$ cat src/common/psc_pkg.sv
package psc_pkg;
	// register map: printed offset 0x4003 is not a multiple of four, so it is an index
	localparam logic [15:0] PSC_IDX_POWER_STATE = 16'h4003;
	localparam logic [15:0] PSC_IDX_IRQ_STATUS = 16'h4010;
	localparam logic [15:0] PSC_IDX_IRQ_MASK = 16'h4011;
	localparam logic [17:0] PSC_ADDR_POWER_STATE = {PSC_IDX_POWER_STATE, 2'b00};
	localparam logic [17:0] PSC_ADDR_IRQ_STATUS = {PSC_IDX_IRQ_STATUS, 2'b00};
	localparam logic [17:0] PSC_ADDR_IRQ_MASK = {PSC_IDX_IRQ_MASK, 2'b00};
	// field positions
	localparam int PSC_BIT_ON = 15;
	localparam int PSC_BIT_SLP = 14;
	localparam int PSC_BIT_LOW_POWER_REFERENCE_SELECT = 12;
	localparam int PSC_DLY_HI = 11;
	localparam int PSC_DLY_LO = 10;
	localparam int PSC_BIT_RST_DLY = 9;
	localparam int PSC_POL_HI = 5;
	localparam int PSC_POL_LO = 4;
	localparam int PSC_BIT_LIM_STS = 3;
	localparam int PSC_LIM_HI = 2;
	localparam int PSC_LIM_LO = 0;
	// reset values
	localparam logic [1:0] PSC_DLY_RST = 2'h2;
	localparam logic [2:0] PSC_LIM_RST = 3'h2;
	localparam logic [1:0] PSC_POL_RST = 2'h0;
	// codes
	localparam logic [2:0] PSC_LIM_100MA = 3'h2;
	localparam logic [2:0] PSC_LIM_UNDEF = 3'h6;
	localparam logic [1:0] PSC_DLY_1MS = 2'h2;
	localparam logic [1:0] PSC_DLY_10MS = 2'h3;
	localparam logic [1:0] PSC_POL_SOFT = 2'h1;
	localparam logic [1:0] PSC_POL_3V1 = 2'h2;
	localparam logic [1:0] PSC_POL_3V4 = 2'h3;
	// timing: 200 MHz clock
	localparam int PSC_CLK_MHZ = 200;
	localparam int PSC_DLY_1MS_US = 1000;
	localparam int PSC_DLY_10MS_US = 10000;
	localparam int PSC_CYC_1MS = PSC_DLY_1MS_US * PSC_CLK_MHZ;
	localparam int PSC_CYC_10MS = PSC_DLY_10MS_US * PSC_CLK_MHZ;
	// interrupt bits
	localparam int PSC_IRQ_N = 5;
	localparam int PSC_IRQ_OFF = 0;
	localparam int PSC_IRQ_SLEEP = 1;
	localparam int PSC_IRQ_WAKE = 2;
	localparam int PSC_IRQ_RST = 3;
	localparam int PSC_IRQ_LIM = 4;
	typedef enum logic [1:0] {
		PSC_ST_OFF, PSC_ST_ON, PSC_ST_SLEEP
	} psc_state_t;
endpackage

$ cat src/rtl/psc_power_state_control.sv
`timescale 1ns/1ps
`default_nettype none
// What this block does
// - bit 15 reads 0 when off, 1 when on or asleep
// - writing 0 to bit 15 starts an OFF transition
// - writing 1 to bit 15 never starts an ON transition
// - bit 14 reads 1 while in SLEEP, else 0
// - writing bit 14 as 0 commands WAKE, as 1 commands SLEEP
// - bit 12 selects normal (0) or low-power (1) voltage reference
// - delay field: 00/01 none, 10 one ms, 11 ten ms on transitions
// - reset-delay bit postpones software reset by transition delay
// - start-up policy applies only on USB power with limit code 010
// - policy: normal, soft-start, battery above 3.1 V, battery above 3.4 V
// - gated start below threshold enables trickle and holds request pending
// - bit 3 reads 1 while USB input current limit is reached
// - limit field selects 0, 2.5, 100, 500, 900, 1500, 550 mA
module psc_power_state_control
	import psc_pkg::*;
#(
	parameter int CYC_1MS = PSC_CYC_1MS,
	parameter int CYC_10MS = PSC_CYC_10MS
) (
	// clock and reset
	input wire logic pclk,
	input wire logic presetn,
	// apb slave
	input wire logic psel,
	input wire logic penable,
	input wire logic pwrite,
	input wire logic [31:0] paddr,
	input wire logic [31:0] pwdata,
	input wire logic [3:0] pstrb,
	output logic [31:0] prdata,
	output logic pready,
	output logic pslverr,
	// power events and analogue status
	input wire logic on_request,
	input wire logic soft_reset_request,
	input wire logic usb_supply_rail,
	input wire logic battery_above_3v1,
	input wire logic battery_above_3v4,
	input wire logic usb_limit_reached,
	// controls to the power domain
	output logic system_on,
	output logic system_sleep,
	output logic low_power_reference_select,
	output logic [2:0] usb_input_current_limit,
	output logic soft_start_enable,
	output logic trickle_charge_enable,
	output logic soft_reset_out,
	output logic irq
);
	psc_state_t state_q;
	logic [1:0] transition_delay_select_q;
	logic soft_reset_delay_enable_q, usb_limit_reached_flag_q;
	logic [1:0] low_current_usb_startup_policy_q;
	logic [PSC_IRQ_N-1:0] irq_sts_q, irq_mask_q, irq_evt;
	logic [23:0] dly_cnt_q, dly_cyc, rst_cnt_q;
	logic [1:0] pend_q; // 0 none, 1 off, 2 sleep, 3 wake
	logic start_pend_q, rst_pend_q, start_go, lim_q;
	logic wr, rd_sel, ps_wr, st_wr, mk_wr, pol_active, batt_ok;
	logic [15:0] ps_rd;

	// one wait-free apb access: answer in the first access cycle
	assign wr = psel && penable && pwrite;
	assign rd_sel = psel && !penable && !pwrite;
	assign ps_wr = wr && paddr[17:0] == PSC_ADDR_POWER_STATE && &pstrb[1:0];
	assign st_wr = wr && paddr[17:0] == PSC_ADDR_IRQ_STATUS && pstrb[0];
	assign mk_wr = wr && paddr[17:0] == PSC_ADDR_IRQ_MASK && pstrb[0];

	// delay length from code, 00 and 01 give no delay
	always_comb begin
		unique case (transition_delay_select_q)
			PSC_DLY_1MS: dly_cyc = 24'(CYC_1MS);
			PSC_DLY_10MS: dly_cyc = 24'(CYC_10MS);
			default: dly_cyc = 24'h00_0000;
		endcase
	end

	// readback view; unlisted bits are zero
	always_comb begin
		ps_rd = 16'h0000;
		ps_rd[PSC_BIT_ON] = state_q != PSC_ST_OFF;
		ps_rd[PSC_BIT_SLP] = state_q == PSC_ST_SLEEP;
		ps_rd[PSC_BIT_LOW_POWER_REFERENCE_SELECT] = low_power_reference_select;
		ps_rd[PSC_DLY_HI:PSC_DLY_LO] = transition_delay_select_q;
		ps_rd[PSC_BIT_RST_DLY] = soft_reset_delay_enable_q;
		ps_rd[PSC_POL_HI:PSC_POL_LO] = low_current_usb_startup_policy_q;
		ps_rd[PSC_BIT_LIM_STS] = usb_limit_reached_flag_q;
		ps_rd[PSC_LIM_HI:PSC_LIM_LO] = usb_input_current_limit;
	end

	// bus answer registered in setup so it stands in the access phase
	always_ff @(posedge pclk or negedge presetn) begin
		if (!presetn) begin
			prdata <= 32'h0000_0000;
			pready <= 1'b0;
			pslverr <= 1'b0;
		end else begin
			pready <= psel && !penable;
			pslverr <= psel && !penable
				&& paddr[17:0] != PSC_ADDR_POWER_STATE
				&& paddr[17:0] != PSC_ADDR_IRQ_STATUS
				&& paddr[17:0] != PSC_ADDR_IRQ_MASK;
			prdata <= 32'h0000_0000;
			if (rd_sel) begin
				if (paddr[17:0] == PSC_ADDR_POWER_STATE)
					prdata <= {16'h0000, ps_rd};
				else if (paddr[17:0] == PSC_ADDR_IRQ_STATUS)
					prdata <= {27'h0, irq_sts_q};
				else if (paddr[17:0] == PSC_ADDR_IRQ_MASK)
					prdata <= {27'h0, irq_mask_q};
			end
		end
	end

	// software configuration fields
	always_ff @(posedge pclk or negedge presetn) begin
		if (!presetn) begin
			low_power_reference_select <= 1'b0;
			transition_delay_select_q <= PSC_DLY_RST;
			soft_reset_delay_enable_q <= 1'b0;
			low_current_usb_startup_policy_q <= PSC_POL_RST;
			usb_input_current_limit <= PSC_LIM_RST;
		end else if (ps_wr) begin
			low_power_reference_select <= pwdata[PSC_BIT_LOW_POWER_REFERENCE_SELECT];
			transition_delay_select_q <= pwdata[PSC_DLY_HI:PSC_DLY_LO];
			soft_reset_delay_enable_q <= pwdata[PSC_BIT_RST_DLY];
			low_current_usb_startup_policy_q <= pwdata[PSC_POL_HI:PSC_POL_LO];
			// undefined code is refused, limit keeps its value
			if (pwdata[PSC_LIM_HI:PSC_LIM_LO] != PSC_LIM_UNDEF)
				usb_input_current_limit <= pwdata[PSC_LIM_HI:PSC_LIM_LO];
		end
	end

	// start-up policy under low-current usb power
	assign pol_active = usb_supply_rail
		&& usb_input_current_limit == PSC_LIM_100MA;
	assign batt_ok = !pol_active
		|| (low_current_usb_startup_policy_q == PSC_POL_3V1 ? battery_above_3v1
		: low_current_usb_startup_policy_q == PSC_POL_3V4 ? battery_above_3v4
		: 1'b1);
	assign start_go = start_pend_q && batt_ok && state_q == PSC_ST_OFF;

	// pending start-up request, trickle charge while held
	always_ff @(posedge pclk or negedge presetn) begin
		if (!presetn) begin
			start_pend_q <= 1'b0;
			trickle_charge_enable <= 1'b0;
			soft_start_enable <= 1'b0;
		end else begin
			if (on_request && state_q == PSC_ST_OFF)
				start_pend_q <= 1'b1;
			else if (start_go || state_q != PSC_ST_OFF)
				start_pend_q <= 1'b0;
			trickle_charge_enable <= start_pend_q && !batt_ok;
			soft_start_enable <= pol_active
				&& low_current_usb_startup_policy_q == PSC_POL_SOFT;
		end
	end

	// power state machine; software write to on bit only turns off
	always_ff @(posedge pclk or negedge presetn) begin
		if (!presetn) begin
			state_q <= PSC_ST_OFF;
			pend_q <= 2'h0;
			dly_cnt_q <= 24'h00_0000;
		end else if (pend_q != 2'h0) begin
			if (dly_cnt_q != 24'h00_0000)
				dly_cnt_q <= dly_cnt_q - 24'h00_0001;
			else begin
				pend_q <= 2'h0;
				unique case (pend_q)
					2'h1: state_q <= PSC_ST_OFF;
					2'h2: state_q <= PSC_ST_SLEEP;
					default: state_q <= PSC_ST_ON;
				endcase
			end
		end else if (ps_wr && state_q != PSC_ST_OFF
			&& !pwdata[PSC_BIT_ON]) begin
			pend_q <= 2'h1;
			dly_cnt_q <= dly_cyc;
		end else if (ps_wr && state_q == PSC_ST_ON && pwdata[PSC_BIT_SLP]) begin
			pend_q <= 2'h2;
			dly_cnt_q <= dly_cyc;
		end else if (ps_wr && state_q == PSC_ST_SLEEP
			&& !pwdata[PSC_BIT_SLP]) begin
			pend_q <= 2'h3;
			dly_cnt_q <= dly_cyc;
		end else if (start_go) begin
			// only a hardware on request powers up, never a write of one
			pend_q <= 2'h3;
			dly_cnt_q <= dly_cyc;
		end
	end

	// software reset, optionally postponed by the transition delay
	always_ff @(posedge pclk or negedge presetn) begin
		if (!presetn) begin
			rst_pend_q <= 1'b0;
			rst_cnt_q <= 24'h00_0000;
			soft_reset_out <= 1'b0;
		end else begin
			soft_reset_out <= 1'b0;
			if (soft_reset_request && !rst_pend_q) begin
				if (soft_reset_delay_enable_q && dly_cyc != 24'h00_0000) begin
					rst_pend_q <= 1'b1;
					rst_cnt_q <= dly_cyc - 24'h00_0001;
				end else
					soft_reset_out <= 1'b1;
			end else if (rst_pend_q) begin
				if (rst_cnt_q == 24'h00_0000) begin
					rst_pend_q <= 1'b0;
					soft_reset_out <= 1'b1;
				end else
					rst_cnt_q <= rst_cnt_q - 24'h00_0001;
			end
		end
	end

	// limit status follows input; edge raises an event
	always_ff @(posedge pclk or negedge presetn) begin
		if (!presetn) begin
			usb_limit_reached_flag_q <= 1'b0;
			lim_q <= 1'b0;
		end else begin
			usb_limit_reached_flag_q <= usb_limit_reached;
			lim_q <= usb_limit_reached;
		end
	end

	assign irq_evt[PSC_IRQ_OFF] = pend_q == 2'h1 && dly_cnt_q == 24'h0 ;
	assign irq_evt[PSC_IRQ_SLEEP] = pend_q == 2'h2 && dly_cnt_q == 24'h0;
	assign irq_evt[PSC_IRQ_WAKE] = pend_q == 2'h3 && dly_cnt_q == 24'h0;
	assign irq_evt[PSC_IRQ_RST] = soft_reset_out;
	assign irq_evt[PSC_IRQ_LIM] = usb_limit_reached && !lim_q;

	// sticky status, write one clears; a new event wins over the clear
	always_ff @(posedge pclk or negedge presetn) begin
		if (!presetn) begin
			irq_sts_q <= '0;
			irq_mask_q <= '0;
			irq <= 1'b0;
		end else begin
			irq_sts_q <= (irq_sts_q & ~(st_wr ? pwdata[PSC_IRQ_N-1:0] : '0))
				| irq_evt;
			if (mk_wr)
				irq_mask_q <= pwdata[PSC_IRQ_N-1:0];
			irq <= |(irq_sts_q & irq_mask_q);
		end
	end

	// state outputs straight from flops
	always_ff @(posedge pclk or negedge presetn) begin
		if (!presetn) begin
			system_on <= 1'b0;
			system_sleep <= 1'b0;
		end else begin
			system_on <= state_q != PSC_ST_OFF;
			system_sleep <= state_q == PSC_ST_SLEEP;
		end
	end
endmodule
`default_nettype wire

$ cat config.mk
export PLATFORM = sky130hd
export DESIGN_NAME = psc_power_state_control
export DESIGN_NICKNAME = d
export VERILOG_FILES = /design/src/common/psc_pkg.sv /design/src/rtl/psc_power_state_control.sv
export SDC_FILE = /design/constraint.sdc
export NUM_CORES = 1
export LEC_CHECK = 0
export ABC_AREA = 1
export BUFFER_PORTS_ARGS = -buffer_cell sky130_fd_sc_hd__buf_2
export CORE_UTILIZATION = 30
export CTS_CLUSTER_DIAMETER = 150
export CTS_CLUSTER_SIZE = 14
export DETAILED_ROUTE_END_ITERATION = 10
export HOLD_SLACK_MARGIN = 0.06
export SYNTH_ARGS = -nofsm -noshare
export SYNTH_HDL_FRONTEND = slang
export SYNTH_SLANG_ARGS = --single-unit
$ cat constraint.sdc
create_clock -name pclk -period 2.1 [get_ports pclk]
set_clock_uncertainty 0.05 [all_clocks]
set_input_delay 0.42 -clock pclk [delete_from_list [all_inputs] [get_ports pclk]]
set_output_delay 0.42 -clock pclk [all_outputs]
set_load 0.01 [all_outputs]
==> impl_metrics.ini <==
[outcome]
status = finished, violations left
violations = DRC

[timing]
tns_ns = 0
holdWs_ns = 0.149
setup_slack_ns = 0.200
post-route-period-util = 0.905
final_hold_viol_count = 0
drv_slew = 0
tightestPinTransition_ns = 0.641
period_needed_ns = 1.90
fmax_mhz = 526
setup_violations = 0
slew_headroom = 0.572
rsz0062_at_grt = false

[routing]
dr_wl_met2_mm = 6.23
drt-met1-wl_mm = 6.73
avgRoutedWirePerCell_um = 12.0
antenna_left = 0
wirelength_mm = 13.6
top_layer_used = met4
firstDrtPassIters = 8
drtIter0Drc = 338
vias_per_cell = 4.52
drc = 3
vias = 5140
wl_met3_um = 354

[critical_path]
reg2regPathDepth = 8
cp.depth = 8
crit_chain = nand2_1 -> nor2_1 -> nand3_1 -> a21oi_1 -> nand2_1 -> nand2_4 -> nand2_1 -> nand2_1
cpMostUsedCell = nand2_1
arrival_ns = 2.13
cp_top_family = simple AND/OR/NAND/NOR gates
required_ns = 2.33
cpPeakStageDelay_ns = 0.57
crit_fanout = 24
slowest_stage = dfstp_2
cp-start-kind = flip-flop
path_buf_inv = 0
r2r_setup_slack_ns = 0.20
path_class = flip-flop to flip-flop
end_kind = flip-flop

[global_routing]
grt_antenna_before_repair = 2
grt_usage = 0.149
grt_pass1_wl_mm = 23.1
gr-total-overflow = 0
grt_pass1_vias = 4841
grt_max_degree = 62

[die]
start_util = 0.310
die_width_um = 139
rows = 49
core_um2 = 18200
die_y_um = 139
io_pins = 123
die-area_um2 = 19400

[pwr]
internal_power_mw = 3.68
power_switching_mw = 2.13
ir_drop_mv = 0.415
p_leak_nw = 3.65
p_sw_frac = 0.367
pwr-share-seq = 0.393
clkPwrFrac = 0.289
p_per_area_nw_per_um2 = 870
power_frac_comb = 0.318
total_power_mw = 5.81

[synthesis]
synth_cell_types = 40
yosysTopAreaCell = dfrtp_1
syn_area_um2 = 5650
synth_seq_cells = 94
yosysWarnings = 0
synthTopCellsByArea = dfrtp_1 (41%), nand2_1 (17%), nor2_1 (7.6%), inv_1 (6.4%), nand3_1 (5.2%)
yosysSeqAreaShare = 0.417
syn_inst = 808
synth_top_area_share = 0.408
synth.avg_cell_area_um2 = 6.99

[cells_and_area]
register_area_um2 = 2350
layoutNonFillerInstCount = 1138
final_nets = 988
area_delta_synth_final_pct = 18.3
nFillCells = 1924
drive_gt1_frac = 0.157
multiInputGateArea_um2 = 2740

[cts]
cts_made_buffers = 9
htreeDepth = 3
clock_sinks = 94
clkTransAtPathRegs_ns = 0.06
clk_latency_ns = 0.35
clk_path_buf_depth = 2
root_buffer = clkbuf_16
cts_tree = yes

[place]
io_buffers = 66
place_inst = 1119
gp_congestion = 0.848
dp_hpwl_mm = 10.3
place_ws_ns = -0.278

[job]
drv_cap = 0

[worst_hold_path]
hold_path_class = primary input to flip-flop
whs_path_depth = 1
==> final timing paths <==
check / from / endpoint
setup / recovery: usb_input_current_limit[1]$_DFFE_PN1P_ / dly_cnt_q[13]$_DFFE_PN0P_
hold / removal: usb_limit_reached / lim_q$_DFF_PN0_
setup reg to reg: usb_input_current_limit[1]$_DFFE_PN1P_ / dly_cnt_q[13]$_DFFE_PN0P_
hold reg to reg: soft_reset_out$_DFF_PN0_ / irq_sts_q[3]$_DFF_PN0_
max in group asynchronous: presetn / usb_input_current_limit[1]$_DFFE_PN1P_
min in group asynchronous: presetn / prdata[3]$_DFF_PN0_
==> flip-flops by register name, indices dropped and copies added (netlist names) <==
| signal | cells |
|---|---|
| dly_cnt_q | 24 |
| pend_q | 2 |
| trickle_charge_enable | 1 |
| pslverr | 1 |
| irq | 1 |
| soft_reset_delay_enable_q | 1 |
| system_on | 1 |
| usb_input_current_limit | 3 |
| pready | 1 |
| start_pend_q | 1 |
| lim_q | 1 |
| low_current_usb_startup_policy_q | 2 |
| irq_mask_q | 5 |
| rst_pend_q | 1 |
| soft_start_enable | 1 |
| rst_cnt_q | 24 |
| system_sleep | 1 |
| transition_delay_select_q | 2 |
| irq_sts_q | 5 |
| low_power_reference_select | 1 |
| soft_reset_out | 1 |
| state_q | 2 |
| prdata | 12 |
==> metal layers <==
layer	track usage	vias up
met1	0.195	2368
met5	0	-
met2	0.241	72
met3	0.0304	27
met4	0.0620	0
li1	-	2673
==> cells by family (layout without fill, tap and decap cells) <==
group / Yosys count / count (layout) / share of synthesized area
AO/OA/AOI/OAI: 73 / 73 / 0.0707
XOR/XNOR: 11 / 11 / 0.0171
adder cells (fa/ha/maj): 7 / 7 / 0.0155
buffers and inverters: 137 / 217 / 0.112
flip-flops: 94 / 94 / 0.417
other: 1 / 22 / 0.000664
AND/OR/NAND/NOR: 485 / 485 / 0.367
==> synth_stat cells (all sizes together) <==
library cell / instances
nand4: 11
o21ai: 44
nor3: 8
a221oi: 1
buf: 32
and3: 1
xor2: 9
or2: 2
a22oi: 3
dfstp: 2
nand3b: 8
o211ai: 1
xnor2: 2
dfrtp: 92
conb: 1
ha: 7
nand3: 61
a21boi: 1
a21oi: 22
inv: 101
clkinv: 1
nor4: 2
o21bai: 1
clkbuf: 3
nand2: 265
nor2: 127
==> layout make-up <==
type | count | area share
repair buffers | 99 | 0.0910
well taps | 229 | 0.0429
multi-input cells | 596 | 0.410
flip-flops and latches | 94 | 0.353
diodes | 2 | 0.000749
clock buffers | 12 | 0.0369
clock inverters | 4 | 0.00843
inverters | 102 | 0.0573
==> power by group through the flow <==
| stage | clock [mW] | combinational [mW] | sequential (mW) |
|---|---|---|---|
| 3_3_place_gp | 0 | 1.82 | 2.31 |
| 5_1_grt | 1.81 | 2.15 | 2.32 |
| 3_5_place_dp | 0 | 1.86 | 2.31 |
| 4_1_cts | 1.74 | 1.86 | 2.28 |
| 6_report | 1.68 | 1.85 | 2.29 |
| 2_1_floorplan | 0 | 1.39 | 2.25 |
==> placed cells by master (no fill, tap or decap), types with 2 or more instances in the layout <==
cell type / count
nand2_1: 261
nor2_1: 115
inv_1: 97
dfrtp_1: 92
buf_2: 65
nand3_1: 59
o21ai_0: 33
buf_4: 31
conb_1: 20
a21oi_1: 18
nand4_1: 11
o21ai_1: 11
xor2_1: 9
clkbuf_16: 9
nand3b_1: 8
nor2_2: 8
nor3_1: 7
ha_1: 7
inv_2: 4
nor2_4: 4
a22oi_1: 3
nand2_4: 3
a21oi_2: 3
diode_2: 2
nor4_1: 2
xnor2_1: 2
clkinv_4: 2
clkbuf_1: 2
buf_12: 2
dfstp_2: 2
==> through the flow <==
step	utilization	instance area, um2
finish	0.367	6680
CTS	0.367	6680
global placement	0.349	6350
detailed placement	0.349	6350
floorplan	-	5720
global route	0.367	6680
==> repair_timing <==
action                                  CTS  global route
hold buffers                              1             0
resized for setup                         1             0
setup buffers                             0             0
endpoints found under the setup margin   22             0
endpoints found under the hold margin     6             0
No activity file was read; power rests on OpenSTA's default activity.
